File: config.mk
export PLATFORM = sky130hd
export DESIGN_NAME = tdc_trace_ctl
export DESIGN_NICKNAME = d
export VERILOG_FILES = /design/src/tdc_pkg.sv /design/src/tdc_halt_if.sv /design/src/tdc_halt_ctl.sv /design/src/tdc_trace_ctl.sv
export SDC_FILE = /design/constraint.sdc
export NUM_CORES = 1
export LEC_CHECK = 0
export BUFFER_PORTS_ARGS = -buffer_cell sky130_fd_sc_hd__buf_2
export CAP_MARGIN = 10
export CORE_MARGIN = 5
export CORE_UTILIZATION = 42
export CTS_CLUSTER_DIAMETER = 50
export DETAILED_ROUTE_END_ITERATION = 6
export HOLD_SLACK_MARGIN = 0.06
export PLACE_DENSITY = 0.72
export REMOVE_ABC_BUFFERS = 1
export SLEW_MARGIN = 20
export SYNTH_ARGS = -nofsm -noshare
export SYNTH_HDL_FRONTEND = slang
export SYNTH_SLANG_ARGS = --single-unit
File: constraint.sdc
create_clock -name clk -period 1.55 [get_ports clk]
set_input_delay 0.465 -clock clk [delete_from_list [all_inputs] [get_ports clk]]
set_output_delay 0.465 -clock clk [all_outputs]
set_load 0.05 [all_outputs]
File: src/tdc_pkg.sv
// How it works
// - forced-halt write completes a pending debug halt
// - forced halt holds until full device reset
// - forced-halt write ignored without pending halt
// - forced-halt bit always reads zero
// - normal halt waits for drained, accepted transactions
// - registers reached only via select/data pair
// - source bit picks process id or trace id
// - periodic-ownership-off bit suppresses periodic events
// - timestamp field: off, every message, every 32
// - event out follows selected watchpoints at 00
// - event in at 00 requests sync message
// - software write beats hardware trace-type update
// - event input always usable as watchpoint condition
// - selection bit n enables watchpoint n+1
// - halted flag set while halted; resume clears it after a normal halt, only reset after a forced one
package tdc_pkg;
  // *****************************************************
  // indirect access
  // *****************************************************
  localparam int          REG_IDX_W      = 8;
  localparam int          DATA_W         = 32;
  localparam logic        SPR_SELECT     = 1'b0;
  localparam logic        SPR_DATA       = 1'b1;
  localparam logic [7:0]  IDX_EXT_DEBUG  = 8'h00;
  localparam logic [7:0]  IDX_TRACE_CTL  = 8'h01;
  localparam logic [7:0]  IDX_EVT_SELECT = 8'h02;

  // *****************************************************
  // field positions (32-bit word, bit 0 is lsb)
  // *****************************************************
  localparam int          BIT_FORCED_HALT  = 28;
  localparam int          BIT_OWN_SRC      = 24;
  localparam int          BIT_PERIODIC_OFF = 14;
  localparam int          TS_LO            = 12;
  localparam int          EOC_LO           = 10;
  localparam int          EIC_LO           = 8;
  localparam int          TM_LO            = 0;
  localparam int          TM_W             = 6;
  localparam int          TM_RSVD_BIT      = 4;
  localparam int          WP_N             = 14;

  // *****************************************************
  // field encodings and reset values
  // *****************************************************
  localparam logic [1:0]  TS_EVERY    = 2'h2;
  localparam logic [1:0]  TS_COARSE   = 2'h3;
  localparam logic [1:0]  EOC_ACTIVE  = 2'h0;
  localparam logic [1:0]  EIC_SYNC    = 2'h0;
  localparam int          TS_CNT_W    = 5;
  localparam logic [4:0]  TS_CNT_ZERO = 5'h00;
  localparam logic [4:0]  TS_CNT_ONE  = 5'h01;
  localparam logic [5:0]  TM_RSVD_MASK = 6'h2f;

  typedef enum logic [1:0] {
    HS_RUN,
    HS_DRAIN,
    HS_HALTED,
    HS_FORCED
  } tdc_halt_state_t;

  // reserved trace-type bit never stored, whoever writes it
  function automatic logic [TM_W-1:0] tdc_tm_clean(input logic [TM_W-1:0] v);
    tdc_tm_clean = v & TM_RSVD_MASK;
  endfunction : tdc_tm_clean
endpackage : tdc_pkg

File: src/tdc_halt_if.sv
`timescale 1ns/10ps
interface tdc_halt_if;
  logic haltReq;
  logic resumeReq;
  logic queueEmpty;
  logic fabricIdle;
  logic forceHalt;
  logic halted;
  logic forced;
  logic drainReq;

  modport ctl (input haltReq, resumeReq, queueEmpty, fabricIdle, forceHalt,
               output halted, forced, drainReq);
  modport top (output haltReq, resumeReq, queueEmpty, fabricIdle, forceHalt,
               input halted, forced, drainReq);
endinterface : tdc_halt_if

File: src/tdc_halt_ctl.sv
`timescale 1ns/10ps
module tdc_halt_ctl
  import tdc_pkg::*;
(
  // clock and reset
  input  wire logic clk,
  input  wire logic rst,
  // halt handshake
  tdc_halt_if.ctl   hb
);
  typedef struct packed {
    tdc_halt_state_t st;
  } tdc_halt_reg_t;

  tdc_halt_reg_t cur_ff, nxt_cur;

  always_comb
  begin
    nxt_cur = cur_ff;
    case (cur_ff.st)
      HS_RUN:
        if (hb.haltReq)
          nxt_cur.st = HS_DRAIN;
      HS_DRAIN:
        if (hb.forceHalt)
          nxt_cur.st = HS_FORCED;
        else if (hb.queueEmpty && hb.fabricIdle)
          nxt_cur.st = HS_HALTED;
      HS_HALTED:
        if (hb.resumeReq)
          nxt_cur.st = HS_RUN;
      HS_FORCED:
        nxt_cur.st = HS_FORCED;
      default:
        nxt_cur.st = HS_RUN;
    endcase
    if (rst)
      nxt_cur.st = HS_RUN;
  end

  always_ff @(posedge clk)
  begin
    cur_ff <= nxt_cur;
  end

  assign hb.halted   = (cur_ff.st == HS_HALTED) || (cur_ff.st == HS_FORCED);
  assign hb.forced   = (cur_ff.st == HS_FORCED);
  assign hb.drainReq = (cur_ff.st == HS_DRAIN);

  // *****************************************************
  // checks
  // *****************************************************
  property p_force_halts;
    @(posedge clk) disable iff (rst)
      (cur_ff.st == HS_DRAIN && hb.forceHalt) |=> (cur_ff.st == HS_FORCED);
  endproperty
  a_force_halts: assert property (p_force_halts)
    else $error("forced halt did not complete");

  property p_forced_sticky;
    @(posedge clk) disable iff (rst)
      // a one-edge reset pulse must not count as leaving the forced state
      (!rst && cur_ff.st == HS_FORCED) |=> (cur_ff.st == HS_FORCED) [*2];
  endproperty
  a_forced_sticky: assert property (p_forced_sticky)
    else $error("forced halt left without reset");

  property p_force_ignored;
    @(posedge clk) disable iff (rst)
      (cur_ff.st != HS_DRAIN && hb.forceHalt) |=> (cur_ff.st != HS_FORCED || $past(hb.forced));
  endproperty
  a_force_ignored: assert property (p_force_ignored)
    else $error("forced halt taken with no pending halt");

  property p_drain_first;
    @(posedge clk) disable iff (rst)
      $rose(cur_ff.st == HS_HALTED) |-> $past(hb.queueEmpty && hb.fabricIdle);
  endproperty
  a_drain_first: assert property (p_drain_first)
    else $error("halted before transactions were accepted");
endmodule : tdc_halt_ctl

File: src/tdc_trace_ctl.sv
`timescale 1ns/10ps
module tdc_trace_ctl
  import tdc_pkg::*;
#(
  parameter int WP_COUNT = WP_N
)
(
  // clock and reset
  input  wire logic                 clk,
  input  wire logic                 rst,
  // indirect access pair
  input  wire logic                 sprWrEn,
  input  wire logic                 sprRdEn,
  input  wire logic                 sprSel,
  input  wire logic [DATA_W-1:0]    sprWdata,
  output logic      [DATA_W-1:0]    sprRdata,
  // core halt handshake
  input  wire logic                 haltReq,
  input  wire logic                 resumeReq,
  input  wire logic                 queueEmpty,
  input  wire logic                 fabricIdle,
  output logic                      halted,
  output logic                      forcedHalted,
  output logic                      drainReq,
  // trace sources and events
  input  wire logic [DATA_W-1:0]    processIdZero,
  input  wire logic [DATA_W-1:0]    traceProcessId,
  input  wire logic                 msgStrobe,
  input  wire logic [WP_COUNT-1:0]  wpHit,
  input  wire logic                 eventInputZero,
  input  wire logic                 hwTmWr,
  input  wire logic [TM_W-1:0]      hwTmVal,
  // trace controls out
  output logic      [DATA_W-1:0]    ownershipId,
  output logic                      periodicOwnEn,
  output logic                      tsApply,
  output logic      [TM_W-1:0]      traceTypeEn,
  output logic                      eventOutputZero,
  output logic                      syncReq,
  output logic                      eventInWatch
);
  typedef struct packed {
    logic [REG_IDX_W-1:0] sel;
    logic                 ownSrc;
    logic                 periodicOff;
    logic [1:0]           tsSet;
    logic [1:0]           eoc;
    logic [1:0]           event_in_control;
    logic [TM_W-1:0]      tm;
    logic [WP_COUNT-1:0]  wpSel;
    logic [DATA_W-1:0]    rdata;
    logic                 evtSync1;
    logic                 evtSync2;
    logic                 evtPrev;
    logic                 evtOut;
    logic                 sync;
    logic                 evtWatch;
    logic                 ts;
    logic [TS_CNT_W-1:0]  tsCnt;
    logic [DATA_W-1:0]    ownId;
    logic                 haltedQ;
    logic                 forcedQ;
    logic                 drainQ;
  } tdc_trace_reg_t;

  tdc_trace_reg_t cur_ff, nxt_cur;
  logic           dataWr;
  logic           dataRd;
  tdc_halt_if     hb ();

  assign dataWr = sprWrEn && sprSel == SPR_DATA;
  assign dataRd = sprRdEn && sprSel == SPR_DATA;

  // *****************************************************
  // halt control
  // *****************************************************
  assign hb.haltReq    = haltReq;
  assign hb.resumeReq  = resumeReq;
  assign hb.queueEmpty = queueEmpty;
  assign hb.fabricIdle = fabricIdle;
  // only a data write to the extended control word with the bit set
  assign hb.forceHalt  = dataWr && cur_ff.sel == IDX_EXT_DEBUG
                         && sprWdata[BIT_FORCED_HALT];

  tdc_halt_ctl u_halt (
    .clk (clk),
    .rst (rst),
    .hb  (hb.ctl)
  );

  // *****************************************************
  // registers and trace controls
  // *****************************************************
  always_comb
  begin
    nxt_cur = cur_ff;
    nxt_cur.evtSync1 = eventInputZero;
    nxt_cur.evtSync2 = cur_ff.evtSync1;
    nxt_cur.evtPrev  = cur_ff.evtSync2;
    nxt_cur.haltedQ  = hb.halted;
    nxt_cur.forcedQ  = hb.forced;
    nxt_cur.drainQ   = hb.drainReq;

    // hardware update first so a software write overrides it
    if (hwTmWr)
      nxt_cur.tm = tdc_tm_clean(hwTmVal);
    if (sprWrEn && sprSel == SPR_SELECT)
      nxt_cur.sel = sprWdata[REG_IDX_W-1:0];
    if (dataWr && cur_ff.sel == IDX_TRACE_CTL)
    begin
      nxt_cur.ownSrc      = sprWdata[BIT_OWN_SRC];
      nxt_cur.periodicOff = sprWdata[BIT_PERIODIC_OFF];
      nxt_cur.tsSet       = sprWdata[TS_LO +: 2];
      nxt_cur.eoc         = sprWdata[EOC_LO +: 2];
      nxt_cur.event_in_control         = sprWdata[EIC_LO +: 2];
      nxt_cur.tm          = tdc_tm_clean(sprWdata[TM_LO +: TM_W]);
    end
    if (dataWr && cur_ff.sel == IDX_EVT_SELECT)
      nxt_cur.wpSel = sprWdata[WP_COUNT-1:0];

    if (sprSel == SPR_SELECT && sprRdEn)
    begin
      nxt_cur.rdata = '0;
      nxt_cur.rdata[REG_IDX_W-1:0] = cur_ff.sel;
    end
    else if (dataRd)
    begin
      nxt_cur.rdata = '0;
      case (cur_ff.sel)
        IDX_TRACE_CTL:
        begin
          nxt_cur.rdata[BIT_OWN_SRC]       = cur_ff.ownSrc;
          nxt_cur.rdata[BIT_PERIODIC_OFF]  = cur_ff.periodicOff;
          nxt_cur.rdata[TS_LO +: 2]        = cur_ff.tsSet;
          nxt_cur.rdata[EOC_LO +: 2]       = cur_ff.eoc;
          nxt_cur.rdata[EIC_LO +: 2]       = cur_ff.event_in_control;
          nxt_cur.rdata[TM_LO +: TM_W]     = cur_ff.tm;
        end
        IDX_EVT_SELECT:
          nxt_cur.rdata[WP_COUNT-1:0] = cur_ff.wpSel;
        default:
          nxt_cur.rdata = '0;
      endcase
    end

    nxt_cur.ownId = cur_ff.ownSrc ? traceProcessId : processIdZero;
    // bit n of the selection stands for watchpoint n+1
    nxt_cur.evtOut = (cur_ff.eoc == EOC_ACTIVE) && |(wpHit & cur_ff.wpSel);
    nxt_cur.sync = (cur_ff.event_in_control == EIC_SYNC)
                   && cur_ff.evtSync2 && !cur_ff.evtPrev;
    nxt_cur.evtWatch = cur_ff.evtSync2;

    // coarse mode marks the first of each block of 32 messages
    nxt_cur.ts = 1'b0;
    if (msgStrobe)
    begin
      if (cur_ff.tsSet == TS_EVERY)
        nxt_cur.ts = 1'b1;
      else if (cur_ff.tsSet == TS_COARSE)
        nxt_cur.ts = (cur_ff.tsCnt == TS_CNT_ZERO);
      nxt_cur.tsCnt = cur_ff.tsCnt + TS_CNT_ONE;
    end
    if (!cur_ff.tsSet[1])
      nxt_cur.tsCnt = TS_CNT_ZERO;

    if (rst)
      nxt_cur = '0;
  end

  always_ff @(posedge clk)
  begin
    cur_ff <= nxt_cur;
  end

  assign sprRdata        = cur_ff.rdata;
  assign halted          = cur_ff.haltedQ;
  assign forcedHalted    = cur_ff.forcedQ;
  assign drainReq        = cur_ff.drainQ;
  assign ownershipId     = cur_ff.ownId;
  assign periodicOwnEn   = !cur_ff.periodicOff;
  assign tsApply         = cur_ff.ts;
  assign traceTypeEn     = cur_ff.tm;
  assign eventOutputZero = cur_ff.evtOut;
  assign syncReq         = cur_ff.sync;
  assign eventInWatch    = cur_ff.evtWatch;

  // *****************************************************
  // checks
  // *****************************************************
  property p_forced_reads_zero;
    @(posedge clk) disable iff (rst)
      $past(dataRd) |-> !sprRdata[BIT_FORCED_HALT];
  endproperty
  a_forced_reads_zero: assert property (p_forced_reads_zero)
    else $error("forced-halt bit read back as one");

  property p_own_src;
    @(posedge clk) disable iff (rst)
      cur_ff.ownSrc && $stable(cur_ff.ownSrc) |=> ownershipId == $past(traceProcessId);
  endproperty
  a_own_src: assert property (p_own_src)
    else $error("ownership id from wrong source");

  property p_ts_off;
    @(posedge clk) disable iff (rst)
      !cur_ff.tsSet[1] |=> !tsApply;
  endproperty
  a_ts_off: assert property (p_ts_off)
    else $error("timestamp applied while disabled");

  property p_evt_out;
    @(posedge clk) disable iff (rst)
      (cur_ff.eoc == EOC_ACTIVE && |(wpHit & cur_ff.wpSel)) |=> eventOutputZero;
  endproperty
  a_evt_out: assert property (p_evt_out)
    else $error("event output missed a selected watchpoint");

  property p_evt_out_off;
    @(posedge clk) disable iff (rst)
      cur_ff.eoc != EOC_ACTIVE |=> !eventOutputZero;
  endproperty
  a_evt_out_off: assert property (p_evt_out_off)
    else $error("event output active while disabled");

  property p_tm_rsvd;
    @(posedge clk) disable iff (rst)
      1'b1 |-> !traceTypeEn[TM_RSVD_BIT];
  endproperty
  a_tm_rsvd: assert property (p_tm_rsvd)
    else $error("reserved trace-type bit set");

  property p_sw_wins;
    @(posedge clk) disable iff (rst)
      (hwTmWr && dataWr && cur_ff.sel == IDX_TRACE_CTL)
      |=> traceTypeEn == tdc_tm_clean($past(sprWdata[TM_LO +: TM_W]));
  endproperty
  a_sw_wins: assert property (p_sw_wins)
    else $error("hardware update beat software write");

  property p_halted_flag;
    @(posedge clk) disable iff (rst)
      // the flag copy is cleared by reset, so the edge that samples rst is skipped
      !rst && hb.halted |=> halted;
  endproperty
  a_halted_flag: assert property (p_halted_flag)
    else $error("halted flag not shown");
endmodule : tdc_trace_ctl

==> results.toml <==
[route]
drt_wl_total_mm = 11.0
drcViolationCount = 0
via_count = 3606
ant_nets = 0
dr.pass1.iters = 5
via_per_inst = 4.80
dr.first_iter.drc_count = 156
wl_per_cell_um = 14.6

[clocking]
cts_hold_buf = 0
htreeDepth = 3
clock-sinks = 99
ctsLongestPathBuffers = 2
cts_inserted_buffers = 9
clk_latency_ns = 0.36
path_clk_slew_ns = 0.08
root_buffer = "clkbuf_8"
cts_tree = "done"

[sta]
fin_crit_sh_pct = 96.0
rsz0062_at_grt = "true"
min_period_ns = 1.49
fmax_ghz = 0.672
skew_ns = 0.00722
final_max_slew_viol_count = 0
fin_ws_ns = 0.0615
timing.final.setup_violations = 0
hold_viol_final = 0
whs_ns = 0.318

[grt]
grt_max_degree = 44
grt_pass1_vias = 3728
antenna_found_initial = 0
grtUsageTotal_pct = 17.2
grt_pass1_wl_mm = 17.8
grt_overflow = 0

[critical_path]
slowest_delay_ns = 0.38
cp_data_required_time_ns = 1.08
rr_worst_depth = 6
critPathBufInv = 1
cp-start-kind = "register"
rr_startpoint = "cur_ff[114]$_SDFFE_PP0P_"
endpoint_kind = "output pin"
crit_type = "reg -> out"
critPathTopFamily = "flip-flops"
worstPathCellList = "buf_2"
reg2reg_slack_ns = 0.06
cp.arrival_ns = 1.02
regToRegEndpoint = "sprRdata[0]$_SDFFE_PP0P_"
critPathSlowestCell = "dfxtp_1"
path_max_fanout = 3

[place]
place_congestion = 0.891
dp_worst_setup_slack_ns = -0.146
dp_hpwl_mm = 8.68
portBuffers = 172

[die]
ios = 206
die_y_um = 113
initial_utilization_pct = 43.1
rows = 37
core-area_um2 = 10300
die_x_um = 113
die_area_um2 = 12800

[synth]
yosysMostFrequentCell = "dfxtp_1"
ys.flop_type = "dfxtp_1"
synth_top_area_share_pct = 44.5
synth_common_cells = "dfxtp_1, buf_4, nor2_1, mux2i_1, nand2_1"
synth_cell_types = 42
synth_edf_count = 0
synthAdderAreaFrac_pct = 0.562
synthArstFlopShare_pct = 0
ys_seq_area_share_pct = 44.5
netlist_area_um2 = 4450
yosysWarnings = 0
ys_seq_elements = 99
synth-simple-area-share_pct = 16.5
synth_mux_area_share_pct = 12.1
synth-xor-area-share_pct = 0.787
syn_avg_cell_area_um2 = 9.20
synthesis.instances = 484
netlist_top_cells_area = "dfxtp_1, buf_4, mux2i_1"
synth_top_cell_by_area = "dfxtp_1"
synth_compound_area_share_pct = 9.56
synth_top_family_by_area = "simple AND/OR/NAND/NOR gates"

[finish]
final_nets = 742
drive_gt1_share_pct = 38.6
area_growth_syn_to_layout_pct = 20.2
n_antenna_cell = 0
final_util_pct = 51.8

[power_and_ir_drop]
power_density_nw_per_um2 = 1000
peakVddDrop_uv = 451
leakagePower_nw = 2.48
p_total_w = 0.00538

[outcome]
status = "completed"

[hold_path]
holdCritPathClass = "in -> reg"
min_from = "eventInputZero"
holdPathEnd = "cur_ff[46]$_SDFF_PP0_"
hold_depth = 2

[job]
maxCapViolCount = 0
area by class of cell:
| type | count | area (um2) |
|---|---|---|
| fill | 970 | 4970 |
| tap | 136 | 170 |
| inverter | 8 | 30.0 |
| multi-input combinational | 295 | 1850 |
| sequential | 99 | 1990 |
| clock buffer | 14 | 183 |
| timing repair buffer | 199 | 1100 |
| clock inverter | 1 | 30.0 |
layer usage:
metal	GRT usage [%]	routed length, um	part of all wire [%]	vias up
li1	-	-	-	1810
met1	20.3	4450	40	1655
met2	28.8	5390	49	127
met3	5.72	1000	9.1	14
met4	6.89	169	1.5	0
met5	0	0	0	-
metrics by stage:
step / cells / TNS [ns] / instance area [um2]
after global placement: 737 / -0.918 / 5100
final: 752 / 0 / 5350
after CTS: 753 / 0 / 5320
after global routing: 752 / -0.0724 / 5350
after floorplan: 402 / -11.22 / 3840
after detailed placement: 737 / -2.13 / 5100
flip-flops by register name, summed over array words and instances, names as in the netlist:
signal,count
halted,1
eventInWatch,1
sprRdata,16
u_halt.cur_ff,2
forcedHalted,1
cur_ff,37
traceTypeEn,5
tsApply,1
syncReq,1
drainReq,1
eventOutputZero,1
ownershipId,32
layout by cell type, fill, tap and decap left out, drive strengths merged, types with 2 or more instances in the layout:
cell type / synthesis / routed
a211oi: 8 / 8
a21oi: 29 / 29
a221oi: 3 / 3
a22o: 3 / 3
a22oi: 7 / 7
a311oi: 2 / 2
a31oi: 9 / 9
and3: 4 / 4
and4: 2 / 2
and4b: 2 / 2
buf: 86 / 198
clkbuf: 12 / 15
conb: 1 / 17
dfxtp: 99 / 99
ha: 2 / 2
inv: 7 / 7
mux2i: 54 / 54
nand2: 34 / 34
nand3: 9 / 9
nand4: 10 / 10
nor2: 73 / 73
nor2b: 8 / 8
nor3: 4 / 4
nor3b: 2 / 2
nor4: 2 / 2
o21ai: 2 / 2
xor2: 3 / 3
where the power goes:
| part | switching [W] | internal, W |
|---|---|---|
| clock | 0.000840 | 0.000916 |
| sequential | 0.0000475 | 0.00264 |
| combinational | 0.000627 | 0.000310 |
| total | 0.00151 | 0.00386 |
logic make-up after synthesis:
| family | count (synthesis) |
|---|---|
| AND/OR/NAND/NOR | 155 |
| buffers and inverters | 106 |
| flip-flops | 99 |
| AO/OA/AOI/OAI | 63 |
| multiplexers | 54 |
| XOR/XNOR | 4 |
| adder cells (fa/ha/maj) | 2 |
| other | 1 |
worst max-delay path by stage:
stage / startpoint / endpoint / slack [ns] / cells past startpoint
floorplan: cur_ff[114]$_SDFFE_PP0P_ / traceTypeEn[0]$_SDFFE_PP0P_ / -0.41 / 4
global placement: cur_ff[114]$_SDFFE_PP0P_ / cur_ff[86]$_SDFFE_PP0P_ / -0.07 / 4
detailed placement: cur_ff[114]$_SDFFE_PP0P_ / cur_ff[88]$_SDFFE_PP0P_ / -0.15 / 4
CTS: cur_ff[111]$_SDFFE_PP0P_ / sprRdata[0]$_SDFFE_PP0P_ / 0.003 / 6
global route: cur_ff[114]$_SDFFE_PP0P_ / sprRdata[0]$_SDFFE_PP0P_ / -0.03 / 6
finish: traceTypeEn[1]$_SDFFE_PP0P_ / traceTypeEn[1] / 0.06 / 1
repair_timing:
item | CTS | global route
pin swaps | 1 | 4
setup endpoints to repair | 30 | 38
resized for setup | 3 | 15
buffers inserted | 1 | 0
Note: power is estimated with default switching activity, not from simulation.
